**config.mk**
```make
export PLATFORM = sky130hd
export DESIGN_NAME = ltd_core
export DESIGN_NICKNAME = d
export VERILOG_FILES = /design/src/rtl/ltd_core.v
export VERILOG_INCLUDE_DIRS = /design/src /design/src/rtl
export SDC_FILE = /design/constraint.sdc
export NUM_CORES = 1
export LEC_CHECK = 0
export BUFFER_PORTS_ARGS = -buffer_cell sky130_fd_sc_hd__buf_2
export CAP_MARGIN = 10
export CORE_MARGIN = 2
export CORE_UTILIZATION = 40
export DETAILED_ROUTE_END_ITERATION = 16
export GPL_TIMING_DRIVEN = 1
export SLEW_MARGIN = 40
export SYNTH_ARGS = -nofsm -noshare
export SYNTH_HDL_FRONTEND = slang
export SYNTH_SLANG_ARGS = --single-unit
```
**constraint.sdc**
```tcl
create_clock -name pclk -period 4.2 [get_ports pclk]
set_input_delay 0.84 -clock pclk [delete_from_list [all_inputs] [get_ports pclk]]
set_output_delay 0.84 -clock pclk [all_outputs]
set_load 0.05 [all_outputs]
```
**src/rtl/ltd_consts.vh**
```
// Purpose: constants for the literal and table op decoder
// Assumes: included by its bare name
// Notes: definitions only
`ifndef LTD_CONSTS_VH
`define LTD_CONSTS_VH
// ----------------------------------------
// opcode high bytes, twelve-bit prefixes and the nop word
// ----------------------------------------
`define LTD_OP_ADD 8'h0F
`define LTD_OP_AND 8'h0B
`define LTD_OP_IOR 8'h09
`define LTD_OP_XOR 8'h0A
`define LTD_OP_SUB 8'h08
`define LTD_OP_MOV 8'h0E
`define LTD_OP_MUL 8'h0D
`define LTD_OP_RET 8'h0C
`define LTD_OP_LOAD_POINTER_IMMEDIATE_OP 8'hEE
`define LTD_OP_BANK 12'h010
`define LTD_OP_TBL 12'h000
`define LTD_OP_SECOND 8'hF0
`define LTD_OP_NOP 16'h0000
// ----------------------------------------
// flag bit positions
// ----------------------------------------
`define LTD_F_C 0
`define LTD_F_DC 1
`define LTD_F_Z 2
`define LTD_F_OV 3
`define LTD_F_N 4
// ----------------------------------------
// apb byte offsets
// ----------------------------------------
`define LTD_A_ACC 8'h00
`define LTD_A_FLAGS 8'h04
`define LTD_A_BANK 8'h08
`define LTD_A_PTR0 8'h0C
`define LTD_A_PTR1 8'h10
`define LTD_A_PTR2 8'h14
`define LTD_A_TPTR 8'h18
`define LTD_A_TLAT 8'h1C
`define LTD_A_PROD 8'h20
`define LTD_A_CTRL 8'h24
`define LTD_A_STAT 8'h28
// ----------------------------------------
// control bits and data addresses
// ----------------------------------------
`define LTD_C_PSC 0
`define LTD_C_LONGWR 1
`define LTD_PORT_ADDR 12'hF80
`define LTD_TIMER_ZERO_COUNT_ADDR 12'hFD6
`define LTD_CTRL_RST 2'h0
`endif

```
**src/rtl/ltd_core.v**
```verilog
// Purpose: literal and table op decode/execute with apb register view
// Assumes: fetch, program and data memory on pclk; pins asynchronous
// Notes: one instruction cycle is four pclk phases
// Functional notes
// - add immediate updates all five flags
// - and immediate, zero and negative only
// - or immediate, zero and negative only
// - xor immediate, zero and negative only
// - immediate minus accumulator, all five flags
// - load accumulator immediate, no flags
// - multiply immediate, one cycle, no flags
// - load low bank nibble, no flags
// - return with immediate, two cycles
// - two-word load of twelve-bit pointer
// - table read with four pointer modes
// - table write with four pointer modes
// - launched memory write runs until terminated
// - lone second word executes as nop
// - pc change spends nop second cycle
// - port read-modify-write reads the pins
// - timer zero write clears assigned prescaler
//
// The implementer's own choices: register access over APB and the register offsets.
`timescale 1ns/1ps
`default_nettype none
`include "ltd_consts.vh"
module ltd_core (
   // apb slave
   input wire pclk,
   input wire presetn,
   input wire psel,
   input wire penable,
   input wire pwrite,
   input wire [7:0] paddr,
   input wire [31:0] pwdata,
   output wire pready,
   output reg [31:0] prdata,
   output reg pslverr,
   // instruction fetch
   input wire instr_valid,
   input wire [15:0] instr_word,
   output wire instr_ready,
   input wire ext_two_cycle,
   output reg ret_req,
   output reg nop_cycle,
   // program memory table port
   output reg [21:0] pm_addr,
   output reg pm_rd_req,
   input wire [7:0] pm_rdata,
   output reg pm_wr_req,
   output reg [7:0] pm_wdata,
   input wire pm_wr_done,
   output reg pm_wr_busy,
   // data memory read-modify-write hooks
   input wire [11:0] rd_addr,
   input wire [7:0] rd_latch,
   output reg [7:0] rd_data,
   input wire dw_valid,
   input wire [11:0] dw_addr,
   output reg prescaler_clr,
   // port pins
   input wire [7:0] port_pins
);
   // phase states
   localparam PH_Q1 = 4'h1;
   localparam PH_Q2 = 4'h2;
   localparam PH_Q3 = 4'h4;
   localparam PH_Q4 = 4'h8;
   // op classes
   localparam K_NOP = 4'h0;
   localparam K_ADD = 4'h1;
   localparam K_AND = 4'h2;
   localparam K_IOR = 4'h3;
   localparam K_XOR = 4'h4;
   localparam K_SUB = 4'h5;
   localparam K_MOV = 4'h6;
   localparam K_MUL = 4'h7;
   localparam K_BANK = 4'h8;
   localparam K_RET = 4'h9;
   localparam K_LOAD_POINTER_IMMEDIATE_OP = 4'hA;
   localparam K_TRD = 4'hB;
   localparam K_TWR = 4'hC;
   reg [3:0] ph_q;
   reg cyc2_q;
   reg [15:0] ir_q;
   reg [7:0] lit_q;
   reg [7:0] lit2_q;
   reg [7:0] acc_q;
   reg [4:0] flags_q;
   reg [3:0] bank_q;
   reg [11:0] ptr0_q;
   reg [11:0] ptr1_q;
   reg [11:0] ptr2_q;
   reg [21:0] tptr_q;
   reg [7:0] tlat_q;
   reg [15:0] prod_q;
   reg [1:0] ctrl_q;
   reg [7:0] res_q;
   reg [4:0] fres_q;
   reg [7:0] pin_s1_q;
   reg [7:0] pin_s2_q;
   // ----------------------------------------
   // decode
   // ----------------------------------------
   // classify one word; anything not ours reads as nop
   function [3:0] ltd_class;
      input [15:0] w;
      begin
         case (w[15:8])
            `LTD_OP_ADD: ltd_class = K_ADD;
            `LTD_OP_AND: ltd_class = K_AND;
            `LTD_OP_IOR: ltd_class = K_IOR;
            `LTD_OP_XOR: ltd_class = K_XOR;
            `LTD_OP_SUB: ltd_class = K_SUB;
            `LTD_OP_MOV: ltd_class = K_MOV;
            `LTD_OP_MUL: ltd_class = K_MUL;
            `LTD_OP_RET: ltd_class = K_RET;
            `LTD_OP_LOAD_POINTER_IMMEDIATE_OP: ltd_class = (w[7:6] == 2'h0) ? K_LOAD_POINTER_IMMEDIATE_OP : K_NOP;
            default: begin
               if (w[15:4] == `LTD_OP_BANK)
                  ltd_class = K_BANK;
               else if (w[15:4] == `LTD_OP_TBL && w[3])
                  ltd_class = w[2] ? K_TWR : K_TRD;
               else
                  ltd_class = K_NOP;
            end
         endcase
      end
   endfunction
   wire [3:0] cls = ltd_class(ir_q);
   wire [1:0] tmode = ir_q[1:0];
   wire two_cyc = (cls == K_RET) || (cls == K_LOAD_POINTER_IMMEDIATE_OP) ||
      (cls == K_TRD) || (cls == K_TWR);
   // pre-increment moves the pointer before the access
   wire [21:0] tptr_eff = (tmode == 2'h3) ? tptr_q + 22'h000001 : tptr_q;
   // word taken at decode; the load_pointer_immediate_op second word is taken too
   assign instr_ready = (ph_q == PH_Q1) &&
      (!cyc2_q || cls == K_LOAD_POINTER_IMMEDIATE_OP);
   assign pready = 1'b1;
   // ----------------------------------------
   // arithmetic
   // ----------------------------------------
   // subtract is literal plus inverted accumulator plus one
   wire is_sub = (cls == K_SUB);
   wire [7:0] opb = is_sub ? ~acc_q : acc_q;
   wire [8:0] sum = {1'b0, lit_q} + {1'b0, opb} + {8'h00, is_sub};
   wire [4:0] nib = {1'b0, lit_q[3:0]} + {1'b0, opb[3:0]} +
      {4'h0, is_sub};
   wire ovf = (lit_q[7] == opb[7]) && (sum[7] != lit_q[7]);
   reg [7:0] alu;
   reg [4:0] fnew;
   always @* begin
      alu = sum[7:0];
      fnew = flags_q;
      case (cls)
         K_ADD, K_SUB: begin
            fnew[`LTD_F_C] = sum[8];
            fnew[`LTD_F_DC] = nib[4];
            fnew[`LTD_F_OV] = ovf;
         end
         K_AND: alu = lit_q & acc_q;
         K_IOR: alu = lit_q | acc_q;
         K_XOR: alu = lit_q ^ acc_q;
         default: alu = lit_q;
      endcase
      // logic and arithmetic ops share zero and negative
      if (cls == K_ADD || cls == K_SUB || cls == K_AND ||
         cls == K_IOR || cls == K_XOR) begin
         fnew[`LTD_F_Z] = (alu == 8'h00);
         fnew[`LTD_F_N] = alu[7];
      end
   end
   // ----------------------------------------
   // phase sequencer
   // ----------------------------------------
   // phases run free so instruction timing never drifts
   always @(posedge pclk or negedge presetn) begin
      if (!presetn) begin
         ph_q <= PH_Q1;
         cyc2_q <= 1'b0;
         ir_q <= `LTD_OP_NOP;
         lit_q <= 8'h00;
         lit2_q <= 8'h00;
         res_q <= 8'h00;
         fres_q <= 5'h00;
      end else begin
         case (ph_q)
            PH_Q1: begin
               ph_q <= PH_Q2;
               if (!cyc2_q)
                  ir_q <= instr_valid ? instr_word : `LTD_OP_NOP;
               else if (cls == K_LOAD_POINTER_IMMEDIATE_OP && instr_valid &&
                  instr_word[15:8] == `LTD_OP_SECOND)
                  lit2_q <= instr_word[7:0];
            end
            PH_Q2: begin
               ph_q <= PH_Q3;
               lit_q <= ir_q[7:0];
            end
            PH_Q3: begin
               ph_q <= PH_Q4;
               res_q <= alu;
               fres_q <= fnew;
            end
            PH_Q4: begin
               ph_q <= PH_Q1;
               // a pc change earns a second, empty cycle
               cyc2_q <= !cyc2_q && (two_cyc || ext_two_cycle);
            end
            default: ph_q <= PH_Q1;
         endcase
      end
   end
   // ----------------------------------------
   // architectural registers
   // ----------------------------------------
   // apb writes first; an execution write in the same clock wins
   wire apb_wr = psel && penable && pwrite;
   wire ex_q4 = (ph_q == PH_Q4) && !cyc2_q;
   wire ex2_q1 = (ph_q == PH_Q1) && cyc2_q;
   wire ex2_q4 = (ph_q == PH_Q4) && cyc2_q;
   always @(posedge pclk or negedge presetn) begin
      if (!presetn) begin
         acc_q <= 8'h00;
         flags_q <= 5'h00;
         bank_q <= 4'h0;
         ptr0_q <= 12'h000;
         ptr1_q <= 12'h000;
         ptr2_q <= 12'h000;
         tptr_q <= 22'h000000;
         tlat_q <= 8'h00;
         prod_q <= 16'h0000;
         ctrl_q <= `LTD_CTRL_RST;
      end else begin
         if (apb_wr) begin
            case (paddr)
               `LTD_A_ACC: acc_q <= pwdata[7:0];
               `LTD_A_FLAGS: flags_q <= pwdata[4:0];
               `LTD_A_BANK: bank_q <= pwdata[3:0];
               `LTD_A_PTR0: ptr0_q <= pwdata[11:0];
               `LTD_A_PTR1: ptr1_q <= pwdata[11:0];
               `LTD_A_PTR2: ptr2_q <= pwdata[11:0];
               `LTD_A_TPTR: tptr_q <= pwdata[21:0];
               `LTD_A_TLAT: tlat_q <= pwdata[7:0];
               `LTD_A_PROD: prod_q <= pwdata[15:0];
               `LTD_A_CTRL: ctrl_q <= pwdata[1:0];
               default: ;
            endcase
         end
         if (ex_q4) begin
            case (cls)
               K_ADD, K_SUB, K_AND, K_IOR, K_XOR: begin
                  acc_q <= res_q;
                  flags_q <= fres_q;
               end
               K_MOV, K_RET: acc_q <= res_q;
               K_MUL: prod_q <= {8'h00, lit_q} * {8'h00, acc_q};
               K_BANK: bank_q <= ir_q[3:0];
               default: ;
            endcase
         end
         // pre-increment lands before the memory access
         if (ex2_q1 && (cls == K_TRD || cls == K_TWR))
            tptr_q <= tptr_eff;
         if (ex2_q4) begin
            if (cls == K_TRD || cls == K_TWR) begin
               if (tmode == 2'h1)
                  tptr_q <= tptr_q + 22'h000001;
               else if (tmode == 2'h2)
                  tptr_q <= tptr_q - 22'h000001;
            end
            if (cls == K_TRD)
               tlat_q <= pm_rdata;
            if (cls == K_LOAD_POINTER_IMMEDIATE_OP) begin
               case (ir_q[5:4])
                  2'h0: ptr0_q <= {ir_q[3:0], lit2_q};
                  2'h1: ptr1_q <= {ir_q[3:0], lit2_q};
                  2'h2: ptr2_q <= {ir_q[3:0], lit2_q};
                  default: ;
               endcase
            end
         end
      end
   end
   // ----------------------------------------
   // program memory and flow strobes
   // ----------------------------------------
   // read data is taken at the end of the second cycle
   always @(posedge pclk or negedge presetn) begin
      if (!presetn) begin
         pm_addr <= 22'h000000;
         pm_rd_req <= 1'b0;
         pm_wr_req <= 1'b0;
         pm_wdata <= 8'h00;
         pm_wr_busy <= 1'b0;
         ret_req <= 1'b0;
         nop_cycle <= 1'b0;
      end else begin
         pm_rd_req <= ex2_q1 && (cls == K_TRD);
         pm_wr_req <= ex2_q1 && (cls == K_TWR);
         if (ex2_q1 && (cls == K_TRD || cls == K_TWR))
            pm_addr <= tptr_eff;
         pm_wdata <= tlat_q;
         // long write outlives the instruction; launch beats done
         if (ex2_q1 && cls == K_TWR && ctrl_q[`LTD_C_LONGWR])
            pm_wr_busy <= 1'b1;
         else if (pm_wr_done)
            pm_wr_busy <= 1'b0;
         ret_req <= ex_q4 && (cls == K_RET);
         nop_cycle <= (ph_q == PH_Q4) ? (!cyc2_q &&
            (two_cyc || ext_two_cycle)) : nop_cycle;
      end
   end
   // ----------------------------------------
   // read-modify-write side effects
   // ----------------------------------------
   // two flops before the pins are read by anything
   always @(posedge pclk or negedge presetn) begin
      if (!presetn) begin
         pin_s1_q <= 8'h00;
         pin_s2_q <= 8'h00;
         rd_data <= 8'h00;
         prescaler_clr <= 1'b0;
      end else begin
         pin_s1_q <= port_pins;
         pin_s2_q <= pin_s1_q;
         // port reads see pin levels, not the output latch
         rd_data <= (rd_addr == `LTD_PORT_ADDR) ?
            pin_s2_q : rd_latch;
         prescaler_clr <= dw_valid && (dw_addr == `LTD_TIMER_ZERO_COUNT_ADDR) &&
            ctrl_q[`LTD_C_PSC];
      end
   end
   // ----------------------------------------
   // apb read path
   // ----------------------------------------
   // data captured in setup so access needs no wait state
   reg [31:0] rmux;
   reg rhit;
   always @* begin
      rmux = 32'h00000000;
      rhit = 1'b1;
      case (paddr)
         `LTD_A_ACC: rmux = {24'h000000, acc_q};
         `LTD_A_FLAGS: rmux = {27'h0000000, flags_q};
         `LTD_A_BANK: rmux = {28'h0000000, bank_q};
         `LTD_A_PTR0: rmux = {20'h00000, ptr0_q};
         `LTD_A_PTR1: rmux = {20'h00000, ptr1_q};
         `LTD_A_PTR2: rmux = {20'h00000, ptr2_q};
         `LTD_A_TPTR: rmux = {10'h000, tptr_q};
         `LTD_A_TLAT: rmux = {24'h000000, tlat_q};
         `LTD_A_PROD: rmux = {16'h0000, prod_q};
         `LTD_A_CTRL: rmux = {30'h00000000, ctrl_q};
         `LTD_A_STAT: rmux = {26'h0000000, cyc2_q, pm_wr_busy, ph_q};
         default: rhit = 1'b0;
      endcase
   end
   always @(posedge pclk or negedge presetn) begin
      if (!presetn) begin
         prdata <= 32'h00000000;
         pslverr <= 1'b0;
      end else if (psel && !penable) begin
         prdata <= pwrite ? 32'h00000000 : rmux;
         pslverr <= !rhit;
      end
   end
endmodule
`default_nettype wire

```
==> impl_metrics.toml, run 1 <==
[placement]
io_buffers = 170
dp_hpwl_um = 39100
gp_congestion = 1.03
post-place-ws_ns = -0.171

[route]
drt_iter0_drc = 1476
ant_nets = 0
drt_pass1_iterations = 9
wl_um = 52300
drc = 0
wl_per_cell_um = 22.2
viasPerCell = 5.81
vias = 13649

[sta]
fin_worst_skew_ns = 0.0149
relSlewSlack_pct = 44.2
finalSetupTns_ns = -0.0173
final_max_slew_viol_count = 0
grt_setup_unrepaired = "yes"
period_share_pct = 100
finalHoldViolations = 0
holdWs_ns = 0.224
final.min_clock_period_ns = 4.22
worstMarginPinSlew_ns = 0.833
setup_slack_ns = -0.0173
finalSetupViolations = 1
fmax_mhz = 237

[logic_synthesis]
synth_top_cell_area_share_pct = 39.0
synth.area.top_cells = "dfrtp_1 39%, ha_1 5.2%, mux2i_1 5.1%"
synth-edff-count = 0
synthCells = 1645
synthesis.area_um2 = 14900
avgSynthCellArea_um2 = 9.05
synth_common_cells = "232 x dfrtp_1, 193 x nand2_1, 176 x nor2_1"
ys_seq_area_share_pct = 39.2
synth_ff_type = "dfrtp_1"
ys_seq_elements = 233
synth_area_leader_cell = "dfrtp_1"
synth_most_common_cell = "dfrtp_1"
async_reset_ff_share_pct = 100
yosys_warnings = 0
synth_cell_types = 75

[global_routing]
grt-ovfl-total = 0
grt_use_total_pct = 26.7
grt_pass1_vias = 13119
grt_max_degree = 76
antenna_found_initial = 4
grt_pass1_wl_um = 79300

[clock_tree]
ctsHoldBuffers = 0
root_buffer = "clkbuf_16"
cts_tree = "yes"
clockBufferDepth = 3
clock_latency_ns = 0.58
clkTransAtPathRegs_ns = 0.06
cts.sinks = 233
cts_buffers = 29
cts-htree-levels = 1

[setup_path]
critPathBufInv = 5
critPathRequiredTime_ns = 4.63
crit_type = "flop to flop"
slowest_stage = "fa_1"
critPathTopFamily = "adder cells"
cp.arrival_ns = 4.65
worstSetupStartpointType = "flop"
cp-end-kind = "flop"
crit_fanout = 3
critPathMaxStageDelay_ns = 0.55
worstPathCellList = "buf_6 > buf_6 > inv_4 > nor2_2 > fa_1 > ha_1 > inv_2 > fa_1 > inv_2 > fa_1 > ha_4 > o21ai_4 > a21oi_4 > nor4_4 > o22ai_2 > o41ai_4 > xnor2_1 > o21ai_1"
critPathMostFrequentCell = "fa_1"

[floorplan]
core_area_um2 = 36600
die_area_um2 = 38800
start_util_pct = 40.7
design.portCount = 192
die_w_um = 197
rows = 70
die_h_um = 197

[power]
power_density_nw_per_um2 = 507
peakVddDrop_mv = 0.432
total_power_mw = 9.21
p_leak_nw = 8.58

[run]
maxCapViolations = 0

[layout]
area_growth_pct = 21.9
fillCellCount = 3472
seqCellArea_um2 = 5840
post_route_cells_drive_above_1_share_pct = 23.5
fin_util_pct = 49.6
num-nets-final = 2070
multiInputGateArea_um2 = 8640

[worst_hold_path]
min_path_type = "input port to asynchronous set/reset pin"

[run_status]
violations = "setup timing"
status = "finished with violations"
-- flip-flops by register name, summed over array words and instances, names as in the netlist, 2 cells and up --
register and flops:
ir_q 16, ptr2_q 12, res_q 8, rd_data 8, ph_q 4, pin_s1_q 8, prdata 22, fres_q 5
prod_q 16, lit_q 8, tlat_q 8, pm_wdata 8, bank_q 4, pin_s2_q 8, ctrl_q 2, tptr_q 22
flags_q 5, acc_q 8, ptr1_q 12, ptr0_q 12, pm_addr 22, lit2_q 8
-- timing repair --
| item | in CTS | in global routing |
|---|---|---|
| pin swaps | 20 | 37 |
| gates resized for setup | 44 | 48 |
| setup buffers | 14 | 8 |
| endpoints found under the setup margin | 4 | 7 |
| endpoints found under the hold margin | 0 | 0 |
-- routing by layer --
layer / wire length [um] / part of all wire, % / vias to the layer above / global-route usage [%]
met1: 23700 / 45 / 6676 / 38.9
met3: 4400 / 8.4 / 105 / 4.43
met4: 1570 / 3.0 / 2 / 8.08
met5: 11 / 0.021 / - / 0
li1: - / - / 6220 / -
met2: 22500 / 43 / 646 / 40.6
-- cell usage in the layout (no fill, tap or decap), drive strengths merged, types with 37 or more instances in the layout --
cell,count
nand2,194
clkbuf,41
dfrtp,232
a21oi,114
nor2,176
o21ai,121
ha,62
buf,284
fa,37
mux2i,76
inv,83
xnor2,42
-- cells by family after synthesis --
kind of cell,after synthesis,share of synthesized area (%)
AO/OA/AOI/OAI,396,16.7
buffers and inverters,195,5.24
AND/OR/NAND/NOR,547,17.4
multiplexers,103,7.15
adder cells (fa/ha/maj),99,10.2
flip-flops,233,39.2
other,2,0.0504
XOR/XNOR,70,4.12
-- stage by stage --
step | cell area, um2 | instances
after floorplan | 14900 | 1654
after global placement | 16600 | 2275
after detailed placement | 16700 | 2277
after CTS | 17900 | 2345
after global routing | 18100 | 2349
final | 18100 | 2351
-- power breakdown --
part	leakage, nW	internal, mW	switching [mW]
Clock	0.465	1.50	1.03
Sequential	2.73	2.42	0.253
Combinational	5.38	1.89	2.12
-- area by class of cell --
class                   count  share of cell area (%)
flip-flops and latches    233                    32.2
clock inverters            13                   0.731
multi-input cells        1226                    47.6
diodes                      2                  0.0276
repair buffers            284                    9.87
inverters                  84                    1.75
well taps                 468                    3.23
clock buffers              41                    4.58
-- final timing paths --
path / from / to / slack (ns) / depth (start not counted)
setup / recovery: lit_q[4] / prod_q[15] / -0.02 / 18
hold / removal: presetn / pm_addr[16] / 0.22 / 1
setup reg to reg: lit_q[4] / prod_q[15] / -0.02 / 18
hold reg to reg: pin_s1_q[4] / pin_s2_q[4] / 0.35 / 0
max in group asynchronous: presetn / ph_q[0] / 3.10 / 2
min in group pclk: pin_s1_q[4] / pin_s2_q[4] / 0.35 / 0
Power figures use the tool's default switching activity.
==> run 2: changes to the inputs <==
- REMOVE_ABC_BUFFERS: not set -> 1
==> run 2 against run 1 <==
The flow now finishes without violations. Highest routed layer is now met4. Via count decreased by 1.3%. Critical endpoint is now prod_q[10]. Sequential power about the same. Register-to-register slack better by 0.08 ns. Combinational power down 9.2%. Total power down 4.6%.
==> impl_metrics.toml, run 2 (synthesis results as in run 1) <==
[setup_path]
r2r_cells = 19
cp-end-kind = "flop"
crit_type = "flop to flop"
crit_fanout = 4
cp-endpoint = "prod_q[10]"
reg2reg_to = "prod_q[10]"
crit_path_start = "lit_q[3]"
critPathRequiredTime_ns = 4.60
reg2reg_from = "lit_q[3]"
cp.arrival_ns = 4.54
worstSetupStartpointType = "flop"
r2r_setup_slack_ns = 0.06

[route]
wl_um = 50000
ant_nets = 0
vias = 13474
viasPerCell = 5.76
wl_per_cell_um = 21.4
drc = 0
drt_pass1_iterations = 6
drt_iter0_drc = 1503

[placement]
dpl_cell_area_um2 = 16700
io_buffers = 170
dp_hpwl_um = 37300
post-place-cells = 2281
gp_congestion = 0.961

[power]
p_leak_nw = 8.52
peakVddDrop_mv = 0.354
power_density_nw_per_um2 = 488

[layout]
post_route_cells_drive_above_1_share_pct = 22.6
area_growth_pct = 20.8
largestRegisters = "pm_addr x22, prdata x22, tptr_q x22"
num-nets-final = 2064
layout_common_cells = "225 x dfrtp_1, 184 x nand2_1, 173 x nor2_1"
fin_util_pct = 49.1
fin_cells = 2340
stdcell_area_um2 = 18000
final_common_cell = "dfrtp_1"

[clock_tree]
cts-htree-levels = 1
clkTransAtPathRegs_ns = 0.06
cts_tree = "yes"
cts_buffers = 27
cts.sinks = 233
clock_latency_ns = 0.57
root_buffer = "clkbuf_16"
clockBufferDepth = 3
ctsHoldBuffers = 0

[sta]
final_max_slew_viol_count = 0
finalSetupViolations = 0
grt_setup_unrepaired = "yes"
fmax_mhz = 241
fin_worst_skew_ns = 0.0245
worstMarginPinSlew_ns = 0.876
period_share_pct = 98.6
final.min_clock_period_ns = 4.14
relSlewSlack_pct = 41.3
finalHoldViolations = 0

[run_status]
status = "finished clean"

[floorplan]
die_h_um = 197
core_area_um2 = 36600
die_w_um = 197
design.portCount = 192
die_area_um2 = 38800
start_util_pct = 40.7
rows = 70

[global_routing]
grt_use_total_pct = 25.6
antenna_found_initial = 1
grt-ovfl-total = 0
grt_pass1_vias = 13032
grt_pass1_wl_um = 76900
grt_max_degree = 62

[worst_hold_path]
min_path_type = "input port to asynchronous set/reset pin"

[run]
maxCapViolations = 0
-- run 2: worst min path at each step --
stage	start	to	slack (ns)
detailed placement	pin_s1_q[3]	pin_s2_q[3]	0.34
global route	presetn	pin_s2_q[2]	0.24
global placement	pin_s1_q[0]	pin_s2_q[0]	0.33
CTS	presetn	rd_data[2]	0.22
floorplan	pin_s1_q[0]	pin_s2_q[0]	0.33
finish	presetn	pin_s2_q[2]	0.21
-- run 2: repair_timing --
| action | CTS | global route |
|---|---|---|
| pin swaps | 10 | 8 |
| buffers inserted | 7 | 3 |
| resized for setup | 24 | 50 |
| setup endpoints to repair | 5 | 7 |
-- run 2: layout make-up --
| cell class | count | area (um2) |
|---|---|---|
| inverter | 84 | 315 |
| clock inverter | 10 | 160 |
| fill | 3513 | 18600 |
| timing repair buffer | 280 | 1770 |
| sequential | 233 | 5840 |
| antenna | 2 | 5.00 |
| tap | 468 | 586 |
| multi-input combinational | 1226 | 8540 |
| clock buffer | 37 | 773 |
-- run 2: critical path: stages (launching register included) --
cell and delay [ns]:
dfrtp_2 0.42, buf_6 0.12, nand2_2 0.05, fa_1 0.53, inv_1 0.06, fa_1 0.51, fa_1 0.50, inv_1 0.05
fa_1 0.49, inv_2 0.05, ha_4 0.27, o21ai_1 0.07, nand2b_1 0.08, a31oi_2 0.11, buf_4 0.15, buf_4 0.12
buf_4 0.12, xnor2_1 0.11, nor2_1 0.13, a21oi_1 0.06
-- run 2: report_power, final --
part,internal [mW],total [mW],switching [mW]
clock,1.53,2.49,0.965
sequential,2.42,2.65,0.233
combinational,1.67,3.64,1.97
total,5.61,8.78,3.17
-- run 2: metal layers --
metal / up-vias / global-route usage [%] / part of all wire [%] / wire, um
li1: 6200 / - / - / -
met1: 6559 / 36.3 / 44 / 22200
met2: 636 / 40.2 / 45 / 22400
met3: 79 / 3.68 / 7.9 / 3970
met4: 0 / 8.19 / 2.9 / 1450
met5: - / 0 / 0 / 0
-- run 2: per-stage QoR --
step                setup WS [ns]  hold WS (ns)  power (mW)  TNS, ns
global route               -0.115         0.239        9.35   -0.387
floorplan                  0.0198         0.331        4.54        0
CTS                       -0.0278         0.215        8.43  -0.0295
detailed placement         -0.219         0.336        5.74   -0.623
global placement           -0.135         0.332        5.68   -0.392
finish                     0.0591         0.214        8.78        0
